<file path="config.mk">
export PLATFORM = sky130hd
export DESIGN_NAME = occ_top
export DESIGN_NICKNAME = d
export VERILOG_FILES = /design/src/pkg/occ_pkg.sv /design/src/core/occ_top.sv
export SDC_FILE = /design/constraint.sdc
export NUM_CORES = 1
export LEC_CHECK = 0
export BUFFER_PORTS_ARGS = -buffer_cell sky130_fd_sc_hd__clkbuf_2
export CAP_MARGIN = 10
export CORE_UTILIZATION = 56
export CTS_CLUSTER_DIAMETER = 120
export DETAILED_ROUTE_END_ITERATION = 8
export PLACE_DENSITY = 0.87
export SETUP_SLACK_MARGIN = 0.15
export SLEW_MARGIN = 0
export SYNTH_ARGS = -nofsm -noshare
export SYNTH_HDL_FRONTEND = slang
export SYNTH_SLANG_ARGS = --single-unit
</file>
<file path="constraint.sdc">
create_clock -name hclk -period 6.4 [get_ports hclk]
set_clock_uncertainty 0.15 [all_clocks]
set_input_delay 0.32 -clock hclk [delete_from_list [all_inputs] [get_ports hclk]]
set_output_delay 0.32 -clock hclk [all_outputs]
set_load 0.02 [all_outputs]
</file>
<file path="src/pkg/occ_pkg.sv">
/*
 * Package for the output compare channel: register offsets, control field
 * positions, reset values, mode encodings and the timer bundle struct.
 * Assumes a single AHB-Lite slave on a 32-bit bus.
 */
package occ_pkg;
    // Register byte addresses
    localparam logic [7:0] OCC_ADDR_CONTROL = 8'h00;
    localparam logic [7:0] OCC_ADDR_PRIMARY = 8'h04;
    localparam logic [7:0] OCC_ADDR_SECONDARY = 8'h08;
    localparam logic [7:0] OCC_ADDR_IRQ_STATUS = 8'h0c;
    localparam logic [7:0] OCC_ADDR_IRQ_MASK = 8'h10;
    localparam logic [7:0] OCC_ADDR_PIN_STATE = 8'h14;

    // Control field positions
    localparam int OCC_BIT_ENABLE = 15;
    localparam int OCC_BIT_STOP_IDLE = 13;
    localparam int OCC_BIT_WIDE = 5;
    localparam int OCC_BIT_FAULT = 4;
    localparam int OCC_BIT_TSEL = 3;
    localparam int OCC_MODE_LSB = 0;

    // Writable control bits; all others except fault bit 4 read as zero
    localparam logic [31:0] OCC_CONTROL_WMASK = 32'h0000_a02f;
    localparam logic [31:0] OCC_CONTROL_RESET = 32'h0000_0000;
    localparam logic [31:0] OCC_VALUE_RESET = 32'h0000_0000;

    // Interrupt status bits
    localparam int OCC_IRQ_MATCH = 0;
    localparam int OCC_IRQ_FAULT = 1;
    localparam int OCC_IRQ_WIDTH = 2;

    localparam logic [1:0] OCC_HTRANS_NONSEQ = 2'h2;

    typedef enum logic [2:0] {
        OCC_MODE_OFF = 3'h0,
        OCC_MODE_RISE = 3'h1,
        OCC_MODE_FALL = 3'h2,
        OCC_MODE_TOGGLE = 3'h3,
        OCC_MODE_SINGLE = 3'h4,
        OCC_MODE_TRAIN = 3'h5,
        OCC_MODE_PWM = 3'h6,
        OCC_MODE_PWM_FAULT = 3'h7
    } occ_mode_t;

    // Gray-coded pulse sequencer states
    typedef enum logic [1:0] {
        OCC_ST_IDLE = 2'b00,
        OCC_ST_WAIT_RISE = 2'b01,
        OCC_ST_WAIT_FALL = 2'b11,
        OCC_ST_DONE = 2'b10
    } occ_state_t;

    typedef struct packed {
        logic [31:0] second_timer;
        logic [31:0] third_timer;
    } occ_timers_t;
endpackage

</file>
<file path="src/core/occ_top.sv">
/*
 * Output compare channel with AHB-Lite register slave.
 * Assumes timers count on hclk and the fault pin is asynchronous.
 */
// The placing of the registers and register access over AHB-Lite are this design's own decisions.
// Overview of operation
// (RULE_01) Enable bit 15 runs the channel
// (RULE_02) Stop-in-idle bit suspends channel during idle
// (RULE_03) Wide bit picks 32-bit or 16-bit compare
// (RULE_04) Fault flag set by hardware, software cannot write
// (RULE_05) Fault flag used and read only in 111
// (RULE_06) Timer select one picks third, zero second
// (RULE_07) Modes 111 and 110 produce PWM
// (RULE_08) Mode 101 starts low, continuous pulses
// (RULE_09) Mode 100 starts low, one pulse
// (RULE_10) Mode 011 toggles pin each compare event
// (RULE_11) Mode 010 starts high, event forces low
// (RULE_12) Mode 001 starts low, event forces high
// (RULE_13) Mode 000 leaves pin untouched; the code drives it low on entry to mode 000
// (RULE_14) Software avoids access right after disabling
// (RULE_15) Unimplemented control bits read zero
// (RULE_16) Compare event is timer equal to value
`timescale 1ns/100ps
`default_nettype none
module occ_top
    import occ_pkg::*;
(
    // Clock and reset
    input wire logic hclk,
    input wire logic hresetn,
    // AHB-Lite slave
    input wire logic hsel,
    input wire logic [31:0] haddr,
    input wire logic [1:0] htrans,
    input wire logic hwrite,
    input wire logic [2:0] hsize,
    input wire logic hready,
    input wire logic [31:0] hwdata,
    output logic [31:0] hrdata,
    output logic hreadyout,
    output logic hresp,
    // Timebases and chip state
    input wire occ_pkg::occ_timers_t timers,
    input wire logic chip_idle,
    // Pins
    input wire logic fault_pin_n,
    output logic compare_output_pin,
    // Interrupt
    output logic irq
);
    import occ_pkg::*;

    logic [31:0] control;
    logic [31:0] primary_compare_value;
    logic [31:0] secondary_compare_value;
    logic [OCC_IRQ_WIDTH-1:0] irq_status;
    logic [OCC_IRQ_WIDTH-1:0] irq_mask;
    logic pwm_fault_flag;
    logic [2:0] prev_mode;
    logic prev_on;
    occ_state_t state;
    occ_state_t next_state;
    logic next_pin;
    logic fault_meta;
    logic fault_sync;

    // Address phase capture
    logic dp_write;
    logic dp_read;
    logic [7:0] dp_addr;

    wire addr_valid = hsel && hready && htrans == OCC_HTRANS_NONSEQ;
    always_ff @(posedge hclk or negedge hresetn) begin
        if (!hresetn) begin
            dp_write <= 1'b0;
            dp_read <= 1'b0;
            dp_addr <= 8'h00;
        end else begin
            dp_write <= addr_valid && hwrite;
            dp_read <= addr_valid && !hwrite;
            dp_addr <= haddr[7:0];
        end
    end

    assign hreadyout = 1'b1;
    assign hresp = 1'b0;

    // Control fields
    wire enable = control[OCC_BIT_ENABLE];
    wire stop_in_idle = control[OCC_BIT_STOP_IDLE];
    wire wide_compare_select = control[OCC_BIT_WIDE];
    wire timer_source_select = control[OCC_BIT_TSEL];
    wire [2:0] compare_mode_select = control[OCC_MODE_LSB +: 3];

    // Channel runs only when on and not halted in idle
    wire running = enable && !(stop_in_idle && chip_idle); // see RULE_01 see RULE_02

    wire [31:0] timebase = timer_source_select ? timers.third_timer
                                               : timers.second_timer; // see RULE_06

    function automatic logic hits(input logic [31:0] t, input logic [31:0] v,
                                  input logic wide);
        hits = wide ? (t == v) : (t[15:0] == v[15:0]);
    endfunction

    wire match_primary = running
        && hits(timebase, primary_compare_value, wide_compare_select); // see RULE_03 see RULE_16
    wire match_secondary = running
        && hits(timebase, secondary_compare_value, wide_compare_select); // see RULE_16

    wire is_pwm = compare_mode_select[2:1] == 2'b11; // see RULE_07
    wire fault_mode = compare_mode_select == OCC_MODE_PWM_FAULT;
    wire fault_event = running && fault_mode && fault_sync; // see RULE_07
    // Entry into a mode or a fresh enable reinitialises the pin
    wire mode_entry = running && (!prev_on || prev_mode != compare_mode_select);

    // Fault pin synchroniser
    always_ff @(posedge hclk or negedge hresetn) begin
        if (!hresetn) begin
            fault_meta <= 1'b0;
            fault_sync <= 1'b0;
        end else begin
            fault_meta <= !fault_pin_n;
            fault_sync <= fault_meta;
        end
    end

    always_ff @(posedge hclk or negedge hresetn) begin
        if (!hresetn) begin
            prev_mode <= OCC_MODE_OFF;
            prev_on <= 1'b0;
        end else begin
            // Held while halted, so leaving idle resumes rather than re-enters
            if (running) begin
                prev_mode <= compare_mode_select;
            end
            prev_on <= enable && (running || prev_on);
        end
    end

    // Pin and sequencer next values
    always_comb begin
        next_pin = compare_output_pin;
        next_state = state;
        if (!enable) begin
            next_pin = 1'b0;
            next_state = OCC_ST_IDLE;
        end else if (!running) begin
            next_state = state; // Frozen while halted in idle
        end else if (mode_entry) begin
            next_pin = compare_mode_select == OCC_MODE_FALL; // see RULE_11 see RULE_12
            next_state = OCC_ST_WAIT_RISE; // see RULE_08 see RULE_09
        end else begin
            case (compare_mode_select)
                OCC_MODE_OFF: next_pin = compare_output_pin; // see RULE_13
                OCC_MODE_RISE: if (match_primary) next_pin = 1'b1; // see RULE_12
                OCC_MODE_FALL: if (match_primary) next_pin = 1'b0; // see RULE_11
                OCC_MODE_TOGGLE: if (match_primary) next_pin = !compare_output_pin; // see RULE_10
                OCC_MODE_SINGLE, OCC_MODE_TRAIN: begin
                    case (state)
                        OCC_ST_WAIT_RISE: if (match_primary) begin
                            next_pin = 1'b1;
                            next_state = OCC_ST_WAIT_FALL;
                        end
                        OCC_ST_WAIT_FALL: if (match_secondary) begin
                            next_pin = 1'b0;
                            // One pulse only, or repeat forever
                            next_state = compare_mode_select == OCC_MODE_TRAIN ?
                                OCC_ST_WAIT_RISE : OCC_ST_DONE; // see RULE_08 see RULE_09
                        end
                        OCC_ST_DONE: next_pin = 1'b0;
                        default: next_state = OCC_ST_WAIT_RISE;
                    endcase
                end
                default: begin
                    // PWM: primary sets duty end, secondary starts period
                    if (!is_pwm) begin
                        next_pin = 1'b0;
                    end else if (fault_event || pwm_fault_flag) begin
                        next_pin = 1'b0;
                    end else if (match_secondary) begin
                        next_pin = 1'b1;
                    end else if (match_primary) begin
                        next_pin = 1'b0;
                    end // see RULE_07
                end
            endcase
        end
    end

    always_ff @(posedge hclk or negedge hresetn) begin
        if (!hresetn) begin
            compare_output_pin <= 1'b0;
            state <= OCC_ST_IDLE;
        end else begin
            compare_output_pin <= next_pin;
            state <= next_state;
        end
    end

    // Fault flag: set by fault, cleared by hardware when the mode is left,
    // or on re-entry or a fresh enable once the fault is gone; set wins over clear
    wire fault_clear = !fault_mode || (mode_entry && !fault_sync);
    always_ff @(posedge hclk or negedge hresetn) begin
        if (!hresetn) begin
            pwm_fault_flag <= 1'b0;
        end else if (fault_event) begin
            pwm_fault_flag <= 1'b1; // see RULE_04
        end else if (fault_clear) begin
            pwm_fault_flag <= 1'b0;
        end
    end

    // Register writes
    wire wr_control = dp_write && dp_addr == OCC_ADDR_CONTROL;
    wire wr_primary = dp_write && dp_addr == OCC_ADDR_PRIMARY;
    wire wr_secondary = dp_write && dp_addr == OCC_ADDR_SECONDARY;
    wire wr_mask = dp_write && dp_addr == OCC_ADDR_IRQ_MASK;
    wire rd_status = dp_read && dp_addr == OCC_ADDR_IRQ_STATUS;

    always_ff @(posedge hclk or negedge hresetn) begin
        if (!hresetn) begin
            control <= OCC_CONTROL_RESET;
            primary_compare_value <= OCC_VALUE_RESET;
            secondary_compare_value <= OCC_VALUE_RESET;
            irq_mask <= '0;
        end else begin
            // Fault bit is outside the write mask, so writes never touch it
            if (wr_control) control <= hwdata & OCC_CONTROL_WMASK; // see RULE_04 see RULE_15
            if (wr_primary) primary_compare_value <= hwdata;
            if (wr_secondary) secondary_compare_value <= hwdata;
            if (wr_mask) irq_mask <= hwdata[OCC_IRQ_WIDTH-1:0];
        end
    end

    // Sticky events; a new event in the clearing read's cycle survives
    wire [OCC_IRQ_WIDTH-1:0] irq_events = {fault_event && !pwm_fault_flag,
                                           match_primary && compare_mode_select != OCC_MODE_OFF};
    always_ff @(posedge hclk or negedge hresetn) begin
        if (!hresetn) begin
            irq_status <= '0;
        end else begin
            irq_status <= (rd_status ? '0 : irq_status) | irq_events;
        end
    end

    assign irq = |(irq_status & irq_mask);

    // Read data, sampled from current state in the data phase
    wire [31:0] control_view = {control[31:5],
                                pwm_fault_flag && fault_mode, // see RULE_05
                                control[3:0]};
    logic [31:0] read_mux;
    always_comb begin
        case (dp_addr)
            OCC_ADDR_CONTROL: read_mux = control_view;
            OCC_ADDR_PRIMARY: read_mux = primary_compare_value;
            OCC_ADDR_SECONDARY: read_mux = secondary_compare_value;
            OCC_ADDR_IRQ_STATUS: read_mux = {30'h0, irq_status};
            OCC_ADDR_IRQ_MASK: read_mux = {30'h0, irq_mask};
            OCC_ADDR_PIN_STATE: read_mux = {29'h0, state, compare_output_pin};
            default: read_mux = 32'h0000_0000;
        endcase
    end
    assign hrdata = dp_read ? read_mux : 32'h0000_0000;
endmodule
`default_nettype wire

</file>
After elaboration in Yosys (flattened, before gate mapping)
Cells that the tools add are included.
- register bits after elaboration: 95
- latch bits: 0
- RAM bits: 0
- bits in read-only memories: 0
- output and inout bits: 36
- word-level logic and storage cells: 116
- memories kept: 0
- $add $sub $neg: 0
- $mul: 0
- div/mod/pow operators: 0
- order comparisons: 0
- eq/ne operators: 30
- shift-type cells: 0
- mux-type cells: 28
- bitwise operators: 2
- reduce and logical (&&, ||, !) cells: 41
- operators with widths (operator ; number):
    32-bit case mux with 6 select lines ; 1
    32-bit equality test ; 2
    32-bit two-way mux ; 2
    16-bit equality test ; 2
    1-bit logical AND ; 21
    8-bit by 4-bit equality test with 1-bit output, second input constant ; 2
    8-bit by 5-bit equality test with 1-bit output, second input constant ; 2
    2-bit two-way mux ; 8
    1-bit two-way mux ; 14
    4-bit inequality test, second input constant ; 3
    5-bit AND reduction ; 2
    3-bit equality test, second input constant ; 3
    2-bit equality test, second input constant ; 4
    8-bit by 3-bit equality test with 1-bit output, second input constant ; 1
    1-bit logical NOT ; 8
    8-bit logical NOT ; 1
    3-bit by 2-bit equality test with 1-bit output, second input constant ; 2
    3-bit inequality test, second input constant ; 2
    6-bit by 3-bit inequality test with 1-bit output, second input constant ; 1
    2-bit case mux with 3 select lines ; 1
    5-bit inequality test, second input constant ; 1
    1-bit case mux with 5 select lines ; 1
    1-bit logical OR ; 4
    2-bit OR reduction ; 2
    11 further kinds ; 11

Logic depth before layout (Yosys ltp)
Gate-level depths: netlist of the first run.
- depth after elaboration: 12
- mapped depth: 10
- mapped depth without buffers: 8

Worst setup path before layout of the first run
Ideal clock, no wire load.
- kind: register to output
- from: reg dp_addr[5]
- to: out hrdata[10]
- arrival time: 2317 ps
- required time: 5930 ps
- path slack: 3613 ps
- cell stages (with the launch flop): 9
- buffers on the path: 2
- cell sequence: dfrtp_1 nor3_1 nand2_1 nor3b_1 nor2b_1 clkbuf_1 clkbuf_1 a22oi_1 nor2_1
- word-level cells in the longest chain between the ends: 3
- RTL lines (what ; RTL line ; RTL):
    start: declaration ; occ_top.sv:70 ; logic [7:0] dp_addr;
    start signal: assignment ; occ_top.sv:81 ; dp_addr <= haddr[7:0];
    8-bit by 5-bit equality test with 1-bit output, or another cell as far along ; occ_top.sv:255 ; case (dp_addr)
    32-bit case mux with 6 select lines * ; occ_top.sv:255 ;
    32-bit two-way mux * ; occ_top.sv:265 ; assign hrdata = dp_read ? read_mux : 32'h0000_0000;
    end: declaration ; occ_top.sv:39 ; output logic [31:0] hrdata,
Every way passes the cells marked *; elsewhere a longest branch is shown, timed or not.

Final worst setup path of the first run
- from: reg control[3]
- to: reg state[0]
- word-level cells in the longest chain between the ends: 6
- RTL lines (what ; RTL line ; RTL):
    start: declaration ; occ_top.sv:53 ; logic [31:0] control;
    start signal: assignment ; occ_top.sv:229 ; if (wr_control) control <= hwdata & OCC_CONTROL_WMASK;
    32-bit two-way mux * ; occ_top.sv:98 ; wire [31:0] timebase = timer_source_select ? timers.third_timer
    32-bit equality test or 16-bit equality test (tied branches) ; occ_top.sv:103 ; hits = wide ? (t == v) : (t[15:0] == v[15:0]);
    1-bit two-way mux ; occ_top.sv:103 ;
    1-bit logical AND, on equally long branches ; occ_top.sv:109, occ_top.sv:107 ;
    4-bit inequality test (no line) ; n/a ;
    5-bit AND reduction (no line) * ; n/a ;
    end signal: assignment ; occ_top.sv:197 ; state <= next_state;
    end: declaration ; occ_top.sv:61 ; occ_state_t state;
Marks and branches as above.
A chain may end at the register's enable or synchronous reset.

==> results of run 1 <==
[per-stage QoR]
stage	area, um^2	hold WS (ns)	setup WS (ns)	power (W)	util (%)
floorplan	5450	-0.126	3.61	0.000790	-
global placement	6260	0.137	2.68	0.000859	67.1
detailed placement	6260	0.151	2.63	0.000868	67.1
CTS	6570	0.0359	2.54	0.00129	70.4
global route	6570	0.0351	2.33	0.00135	70.4
finish	6570	0.0421	2.50	0.00129	70.4
[what timing repair did]
action                                  4_1_cts  5_1_grt
endpoints found under the setup margin        0        0
hold endpoints to repair                     45        0
resized for setup                             0        0
hold buffers                                 10        0
[final cells by class]
class	instances	area, um^2
multi-input combinational	363	2900
fill	662	2760
sequential	95	2380
timing repair buffer	163	886
tap	129	161
clock buffer	10	138
clock inverter	6	75.1
inverter	8	30.0
[registers in the layout (all words and copies together) (netlist names)]
register                 flops
dp_read                      1
irq_mask                     2
prev_on                      1
pwm_fault_flag               1
dp_write                     1
control                      7
prev_mode                    3
dp_addr                      8
secondary_compare_value     32
compare_output_pin           1
irq_status                   2
fault_sync                   1
fault_meta                   1
state                        2
primary_compare_value       32
[report_power, final]
part	internal, W	total, W	switching (W)	leakage, nW
clock network	0.000198	0.000426	0.000228	0.106
logic	0.000105	0.000194	0.0000890	1.63
registers	0.000630	0.000671	0.0000408	1.12
total	0.000933	0.00129	0.000358	2.85
[layout by cell type (no fill, tap or decap), drive strengths merged, types with 2 or more instances in the layout]
cell type,count
mux2i,35
a2111oi,2
nor3,7
nand2,18
mux2,77
o21a,3
o211ai,2
o31ai,2
nand4,6
a31oi,4
dlygate4sd3,10
xnor2,66
nor4,14
a22oi,30
nand3,5
dfrtp,95
o21ai,10
conb,2
nor3b,2
a21oi,7
buf,8
inv,12
clkbuf,155
a211oi,3
nor2b,5
a221oi,3
nor2,45
nand3b,2
a22o,2
[cell families (layout without fill, tap and decap cells)]
| logic type | after synthesis | in the layout |
|---|---|---|
| buffers and inverters | 37 | 187 |
| xor gates and xnor gates | 67 | 67 |
| other | 2 | 2 |
| AOI/OAI and AO/OA | 74 | 74 |
| and+or+nand+nor | 108 | 108 |
| DFF | 95 | 95 |
| muxes | 112 | 112 |
[layer usage]
layer,routed length (um),part of all wire [%]
met2,7140,51
met5,0,0
met3,939,6.7
met4,316,2.3
met1,5630,40
[worst max-delay path by stage]
stage / endpoint / slack [ns] / cells past startpoint
floorplan: hrdata[10] / 3.61 / 8
global placement: state[0]$_DFFE_PN0P_ / 2.68 / 8
detailed placement: state[0]$_DFFE_PN0P_ / 2.63 / 8
CTS: state[0]$_DFFE_PN0P_ / 2.54 / 8
global route: state[0]$_DFFE_PN0P_ / 2.33 / 8
finish: state[0]$_DFFE_PN0P_ / 2.50 / 8
[worst reg2reg max path, stage by stage, from the launching register on]
cell and delay (ns):
dfrtp_2 1.11, mux2i_1 0.42, xnor2_1 0.12, nor4_1 0.45
nand4_1 0.26, a2111oi_4 0.60, mux2i_1 0.15, a22o_1 0.26
a211o_1 0.28
==> flow_summary.toml, run 1 <==
[die]
core.rowCount = 35
coreArea_um2 = 9330
top_level_ports = 176
die-area_um2 = 10100
start_util_pct = 58.4
die_h_um = 101
die_w_um = 101

[layout]
syn2layout_area_growth_pct = 20.5
fin_cells = 774
n_antenna_cell = 0
nets = 780
layout-drive-gt1-share_pct = 39.8

[timing]
tns_ns = 0
final.min_clock_period_ns = 3.90
rsz0062_at_grt = "no"
drv_slew = 0
max_freq_ghz = 0.256
max_slew_margin_pct = 25.1
finalSetupViolCount = 0
hold_viol_final = 0
post-route-period-util_pct = 61.0
tightest_slew_ns = 1.12

[yosys]
syn-cell-area_um2 = 5450
yosys_warnings = 0
synth_edf_count = 0
synth-seq-cells = 95
yosysMostFrequentCell = "dfrtp_1"
syn-num-nets = 635
synthSimpleGateAreaFrac_pct = 9.55
synthDistinctLibCells = 46
synth_xor_area_share_pct = 10.8
synth.largest_area_cell = "dfrtp_1"
synth.avg_cell_area_um2 = 11.0
synth_top_family_by_area = "multiplexers"
synth.top_cells.by_area = "dfrtp_1 (44%), mux2_2 (16%), xnor2_1 (11%)"
synth_compound_area_share_pct = 9.94
synth_top_area_share_pct = 43.6
synthFlopType = "dfrtp_1"
synth_common_cells = "dfrtp_1 (95), mux2_2 (77), xnor2_1 (66), nor2_1 (45), a22oi_1 (30)"
async_reset_ff_share_pct = 100
yosys.area_share.adder_pct = 0
netlist_instances = 495
ys_seq_area_share_pct = 43.6
synthMuxAreaShare_pct = 22.8

[power]
leakagePower_nw = 2.85
power_density_nw_per_um2 = 196
peakVddDrop_v = 0.000140

[clock_network]
insertion_delay_ns = 0.37
cts_buffer_depth = 2
root_buffer = "clkbuf_8"
cts_buffers = 9
cts.htree.levels = 3
cts_tree = "yes"
post_cts_buffers = 0
clock-sinks = 95
clkTransAtPathRegs_ns = 0.10

[detailed_routing]
drt-initial-drc-count = 264
dr.pass1.iters = 5
drtAntennaViolNets = 0
vias = 4597
drc_errors = 0
post_drt_wl_per_cell_um = 18.1
drt_wl_total_mm = 14.0
routed_via_density = 5.94

[place]
hpwl_mm = 9.89
numPlacedInstances = 748
io_buffers = 146
gp_congestion = 0.907

[worst_setup_path]
cp_max_fo = 34
reg2reg_slack_ns = 2.50
slowest_stage = "dfrtp_2"
cpPeakStageDelay_ns = 1.11
end_kind = "register"
startpoint_type = "register"
path_class = "reg2reg"
r2r-start = "control[3]$_DFFE_PN0P_"
crit_path_frequent_cell = "mux2i_1"
worstSetupStartpoint = "control[3]$_DFFE_PN0P_"
ff2ff_path_depth = 8
cp.arrival_ns = 4.01
cp.required_ns = 6.51
worst-path-buf-inv = 0
critPathTopFamily = "compound AO/OA/AOI/OAI gates"
path_cells = "mux2i_1 > xnor2_1 > nor4_1 > nand4_1 > a2111oi_4 > mux2i_1 > a22o_1 > a211o_1"
r2r_end = "state[0]$_DFFE_PN0P_"

[grt]
grtUsageMet1_pct = 37.5
gr-total-overflow = 0
grt.busiest_layer = "met2"
grt_max_degree = 60
grtUsageMet2_pct = 49.2
antenna_found_initial = 0
met3_usage_pct = 4.02
track_usage_pct = 28.8
grt_pass1_vias = 4537
grt_first_pass_wirelength_mm = 22.3

[min_path]
holdPathEnd = "primary_compare_value[7]$_DFFE_PN0P_"
hold_depth = 2
hold_class = "in2reg"
worstHoldStart = "hwdata[7]"

[flow_run]
maxCapViolations = 0

[outcome]
outcome = "completed"
No activity file was read; power rests on OpenSTA's default activity.
==> run 2, diff against run 1 <==
--- a/config.mk
+++ b/config.mk
@@ -7,10 +7,10 @@
 export LEC_CHECK = 0
 export BUFFER_PORTS_ARGS = -buffer_cell sky130_fd_sc_hd__clkbuf_2
 export CAP_MARGIN = 10
-export CORE_UTILIZATION = 56
+export CORE_UTILIZATION = 52
 export CTS_CLUSTER_DIAMETER = 120
 export DETAILED_ROUTE_END_ITERATION = 8
-export PLACE_DENSITY = 0.87
+export PLACE_DENSITY = 0.82
 export SETUP_SLACK_MARGIN = 0.15
 export SLEW_MARGIN = 0
 export SYNTH_ARGS = -nofsm -noshare
==> constraint.sdc (replaced) <==
create_clock -name hclk -period 3.86 [get_ports hclk]
set_clock_uncertainty 0.15 [all_clocks]
set_input_delay 0.193 -clock hclk [delete_from_list [all_inputs] [get_ports hclk]]
set_output_delay 0.193 -clock hclk [all_outputs]
set_load 0.02 [all_outputs]
==> flow_summary.toml, run 2 (synthesized netlist as in run 1, its figures left out) <==
[timing]
tns_ns = 0
tightest_slew_ns = 0.803
finalSetupViolCount = 0
max_freq_ghz = 0.291
post-route-period-util_pct = 89.1
rsz0062_at_grt = "no"
final.min_clock_period_ns = 3.44
max_slew_margin_pct = 46.3
drv_slew = 0
hold_viol_final = 0

[grt]
grt.busiest_layer = "met2"
grt_max_degree = 65
antenna_found_initial = 0
grt_pass1_vias = 4868
gr-total-overflow = 0
grt_first_pass_wirelength_mm = 23.1
met3_usage_pct = 4.07
grtUsageMet1_pct = 33.1
grtUsageMet2_pct = 47.8
track_usage_pct = 27.0

[detailed_routing]
drt_wl_total_mm = 14.3
drc_errors = 0
dr.pass1.iters = 5
vias = 4642
drtAntennaViolNets = 0
drt-initial-drc-count = 321
post_drt_wl_per_cell_um = 17.4
routed_via_density = 5.65

[clock_network]
root_buffer = "clkbuf_8"
clkTransAtPathRegs_ns = 0.10
cts_tree = "yes"
cts_buffer_depth = 2
post_cts_buffers = 0
clock-sinks = 95
cts.htree.levels = 3
cts_buffers = 9
insertion_delay_ns = 0.36

[layout]
reg_top3 = "primary_compare_value x32, secondary_compare_value x32, dp_addr x8"
layout-drive-gt1-share_pct = 38.0
n_antenna_cell = 0
mostFrequentLayoutCells = "clkbuf_2 (145), dfrtp_1 (94), mux2_2 (77), xnor2_1 (66), dlygate4sd3_1 (46)"
nets = 820
syn2layout_area_growth_pct = 27.3
final_common_cell = "clkbuf_2"
fin_util_pct = 67.8
fin_cells = 821
fin_area_um2 = 6940

[die]
core.rowCount = 37
top_level_ports = 176
die_w_um = 104
start_util_pct = 53.3
die_h_um = 104
coreArea_um2 = 10200
die-area_um2 = 10900

[place]
io_buffers = 146
gp_congestion = 0.864
numPlacedInstances = 759
hpwl_mm = 10.2
placed_area_um2 = 6300

[worst_setup_path]
cp_max_fo = 18
startpoint_type = "register"
ff2ff_path_depth = 8
cp.required_ns = 3.94
path_class = "reg2reg"
end_kind = "register"
cp.arrival_ns = 3.52

[power]
leakagePower_nw = 3.00
power_density_nw_per_um2 = 297
peakVddDrop_v = 0.000150

[flow_run]
maxCapViolations = 0

[min_path]
hold_class = "in2reg"
hold_depth = 3

[outcome]
outcome = "completed"
## run 2: cell types whose count changed in the layout (fill, tap and decap cells not counted), sizes merged
cell         previous run  this run
buf                     8        12
inv                    12         9
clkinvlp                1         2
clkinv                  0         1
bufinv                  1         0
dlygate4sd3            10        46
clkbuf                155       157
## run 2: final timing paths
| check | from | endpoint | slack (ns) |
|---|---|---|---|
| hold reg to reg | fault_meta$_DFF_PN0_ | fault_sync$_DFF_PN0_ | 0.20 |
| setup / recovery | control[3]$_DFFE_PN0P_ | state[0]$_DFFE_PN0P_ | 0.42 |
| setup reg to reg | control[3]$_DFFE_PN0P_ | state[0]$_DFFE_PN0P_ | 0.42 |
| hold / removal | chip_idle | prev_on$_DFF_PN0_ | 0.16 |
| max in group asynchronous | hresetn | secondary_compare_value[29]$_DFFE_PN0P_ | 2.31 |
| min in group asynchronous | hresetn | primary_compare_value[12]$_DFFE_PN0P_ | 0.32 |
## run 2: worst max-delay path, stage by stage, from the launching register on
cell,delay [ns]
dfrtp_4,0.67
mux2i_1,0.39
xnor2_1,0.10
nor4_1,0.46
nand4_1,0.28
a2111oi_4,0.57
mux2i_1,0.14
a22o_1,0.26
a211o_1,0.29
## run 2: timing repair
action | CTS | global route
gates resized for setup | 0 | 2
hold buffers | 46 | 0
setup endpoints to repair | 0 | 2
endpoints found under the hold margin | 144 | 0
## run 2: power by group
| part | internal (W) | switching, W |
|---|---|---|
| sequential | 0.00104 | 0.0000589 |
| clock | 0.000254 | 0.000342 |
| combinational | 0.000198 | 0.000160 |
| total | 0.00150 | 0.000561 |
## run 2: stage by stage
stage	hold slack [ns]	power [W]	worst slack (ns)
after floorplan	-0.253	0.00131	1.11
final	0.160	0.00206	0.420
after global routing	0.169	0.00215	0.196
after CTS	0.146	0.00206	0.246
after global placement	0.152	0.00143	0.366
after detailed placement	0.153	0.00144	0.281
## run 2: routing by layer
| metal | wire length [um] | vias to the layer above |
|---|---|---|
| met5 | 0 | - |
| met3 | 839 | 33 |
| met1 | 5940 | 2261 |
| li1 | - | 2141 |
| met2 | 7190 | 207 |
| met4 | 349 | 0 |
## run 2: cell type report
type	instances	area (um^2)
repair buffers	203	1280
clock buffers	12	145
multi-input cells	363	2910
inverters	8	30.0
well taps	136	170
flip-flops and latches	95	2380
clock inverters	4	28.8
fillers	809	3290
==> run 3, diff against run 2 <==
--- a/config.mk
+++ b/config.mk
@@ -7,10 +7,10 @@
 export LEC_CHECK = 0
 export BUFFER_PORTS_ARGS = -buffer_cell sky130_fd_sc_hd__clkbuf_2
 export CAP_MARGIN = 10
-export CORE_UTILIZATION = 52
+export CORE_UTILIZATION = 56
 export CTS_CLUSTER_DIAMETER = 120
 export DETAILED_ROUTE_END_ITERATION = 8
-export PLACE_DENSITY = 0.82
+export PLACE_DENSITY = 0.87
 export SETUP_SLACK_MARGIN = 0.15
 export SLEW_MARGIN = 0
 export SYNTH_ARGS = -nofsm -noshare
==> constraint.sdc (replaced) <==
create_clock -name hclk -period 4.45 [get_ports hclk]
set_clock_uncertainty 0.15 [all_clocks]
set_input_delay 0.2225 -clock hclk [delete_from_list [all_inputs] [get_ports hclk]]
set_output_delay 0.2225 -clock hclk [all_outputs]
set_load 0.02 [all_outputs]
==> flow_summary.toml, run 3 (synthesized netlist as in run 1, its figures left out) <==
[grt]
grt_max_degree = 60
grt_pass1_vias = 4770
grt_first_pass_wirelength_mm = 22.8
track_usage_pct = 29.5
antenna_found_initial = 0
gr-total-overflow = 0

[place]
hpwl_mm = 9.94
io_buffers = 146
gp_congestion = 0.897

[timing]
final.min_clock_period_ns = 3.57
rsz0062_at_grt = "no"
drv_slew = 0
tns_ns = 0
finalSetupViolCount = 0
post-route-period-util_pct = 80.3
hold_viol_final = 0
tightest_slew_ns = 0.855
max_slew_margin_pct = 43.0
max_freq_ghz = 0.280

[layout]
final_common_cell = "clkbuf_2"
fillers = 617
mostFrequentLayoutCells = "clkbuf_2 (145), dfrtp_1 (94), mux2_2 (77), xnor2_1 (66), nor2_1 (45)"
layout-drive-gt1-share_pct = 38.1
syn2layout_area_growth_pct = 26.7
reg_top3 = "primary_compare_value x32, secondary_compare_value x32, dp_addr x8"
n_antenna_cell = 0
nets = 815

[clock_network]
ctsHoldBuffers = 43
cts_buffers = 9
cts_buffer_depth = 2
clock-sinks = 95
root_buffer = "clkbuf_8"
post_cts_buffers = 0
post_cts_resized = 0
cts.htree.levels = 3
clkTransAtPathRegs_ns = 0.10
insertion_delay_ns = 0.37
cts_tree = "yes"

[die]
die_w_um = 101
die-area_um2 = 10100
coreArea_um2 = 9330
start_util_pct = 58.4
top_level_ports = 176
die_h_um = 101
core.rowCount = 35

[power]
pwr-share-comb_pct = 17.0
cell_internal_pwr_w = 0.00129
leakagePower_nw = 2.99
switching_share_pct = 29.1
sequentialPowerShare_pct = 52.6
p_total_w = 0.00182
power_density_nw_per_um2 = 264
switching_power_w = 0.000532
p_clk_share_pct = 30.4
peakVddDrop_v = 0.000179

[detailed_routing]
drt-initial-drc-count = 336
drtAntennaViolNets = 0
post_drt_wl_per_cell_um = 18.1
vias = 4727
routed_via_density = 5.84
drc_errors = 0
drt_wl_total_mm = 14.7
dr.pass1.iters = 5

[worst_setup_path]
crit_path_frequent_cell = "mux2i_1"
cp.required_ns = 4.56
ff2ff_path_depth = 9
cpPeakStageDelay_ns = 0.64
r2r-start = "control[3]$_DFFE_PN0P_"
startpoint_type = "register"
reg2reg_slack_ns = 0.88
path_class = "reg2reg"
cp_max_fo = 24
cp.arrival_ns = 3.69
path_cells = "buf_12 > mux2i_1 > xnor2_1 > nor4_1 > nand4_1 > a211oi_1 > mux2i_1 > a22o_1 > a211o_1"
end_kind = "register"
r2r_end = "state[0]$_DFFE_PN0P_"
slowest_stage = "dfrtp_2"

[min_path]
hold_depth = 2
hold_class = "in2reg"
holdPathEnd = "primary_compare_value[0]$_DFFE_PN0P_"
worstHoldStart = "hwdata[0]"

[flow_run]
maxCapViolations = 0

[outcome]
outcome = "completed"
## run 3: cell types whose count changed in the layout (fill, tap and decap cells not counted)
| cell | before | now |
|---|---|---|
| inv_8 | 0 | 2 |
| clkinvlp_4 | 2 | 1 |
| clkbuf_1 | 2 | 0 |
| clkinv_2 | 1 | 0 |
| dfrtp_2 | 0 | 1 |
| clkinv_4 | 0 | 3 |
| dlygate4sd3_1 | 46 | 43 |
| buf_4 | 12 | 9 |
| dfrtp_4 | 1 | 0 |
| a211oi_2 | 1 | 0 |
| a211oi_1 | 2 | 3 |
| buf_12 | 0 | 1 |
| clkbuf_8 | 10 | 9 |
## run 3: worst max path at each step
| stage | startpoint | end | slack, ns | cells past startpoint |
|---|---|---|---|---|
| after floorplan | control[3]$_DFFE_PN0P_ | state[0]$_DFFE_PN0P_ | 1.70 | 10 |
| after global placement | control[3]$_DFFE_PN0P_ | state[0]$_DFFE_PN0P_ | 1.07 | 9 |
| after detailed placement | control[3]$_DFFE_PN0P_ | state[0]$_DFFE_PN0P_ | 0.96 | 9 |
| after CTS | control[3]$_DFFE_PN0P_ | state[0]$_DFFE_PN0P_ | 0.94 | 9 |
| after global routing | control[3]$_DFFE_PN0P_ | state[0]$_DFFE_PN0P_ | 0.64 | 9 |
| final | control[3]$_DFFE_PN0P_ | state[0]$_DFFE_PN0P_ | 0.88 | 9 |
## run 3: per-stage QoR
stage / util [%] / setup slack (ns) / std cells / cell area, um^2 / hold WS [ns]
2_1_floorplan: - / 1.70 / 495 / 5450 / -0.223
3_3_place_gp: 67.4 / 1.07 / 750 / 6290 / 0.0394
3_5_place_dp: 67.4 / 0.957 / 750 / 6290 / 0.0503
4_1_cts: 74.0 / 0.939 / 809 / 6910 / 0.00168
5_1_grt: 74.0 / 0.638 / 809 / 6910 / 0.0103
6_report: 74.0 / 0.876 / 809 / 6910 / 0.00940
## run 3: layer usage
layer  up-vias  share of wire [%]  track usage (%)
li1       2141                  -                -
met1      2294                 39             36.6
met2       257                 52             52.6
met3        35                7.1             3.54
met4         0                2.1             11.7
met5         -                  0                0
## run 3: final cells by class
| type | count | area [um^2] | area share [%] |
|---|---|---|---|
| multi-input combinational | 363 | 2900 | 42.0 |
| sequential | 95 | 2380 | 34.4 |
| timing repair buffer | 198 | 1240 | 18.0 |
| tap | 129 | 161 | 2.34 |
| clock buffer | 9 | 124 | 1.79 |
| clock inverter | 7 | 65.1 | 0.942 |
| inverter | 8 | 30.0 | 0.435 |
## run 3: critical path, delay by kind of cell, from the launching register on
| kind | cells | cell delay, ns |
|---|---|---|
| XOR/XNOR | 1 | 0.18 |
| AO/OA/AOI/OAI | 3 | 1.09 |
| AND/OR/NAND/NOR | 2 | 0.59 |
| flip-flops | 1 | 0.64 |
| multiplexers | 2 | 0.55 |
| buffers and inverters | 1 | 0.28 |
## run 3: power groups by stage
stage | combinational [W] | sequential, W | clock (W)
floorplan | 0.000182 | 0.000954 | 0
global placement | 0.000268 | 0.000970 | 0
detailed placement | 0.000277 | 0.000974 | 0
CTS | 0.000308 | 0.000957 | 0.000555
global route | 0.000337 | 0.000965 | 0.000591
finish | 0.000311 | 0.000960 | 0.000554
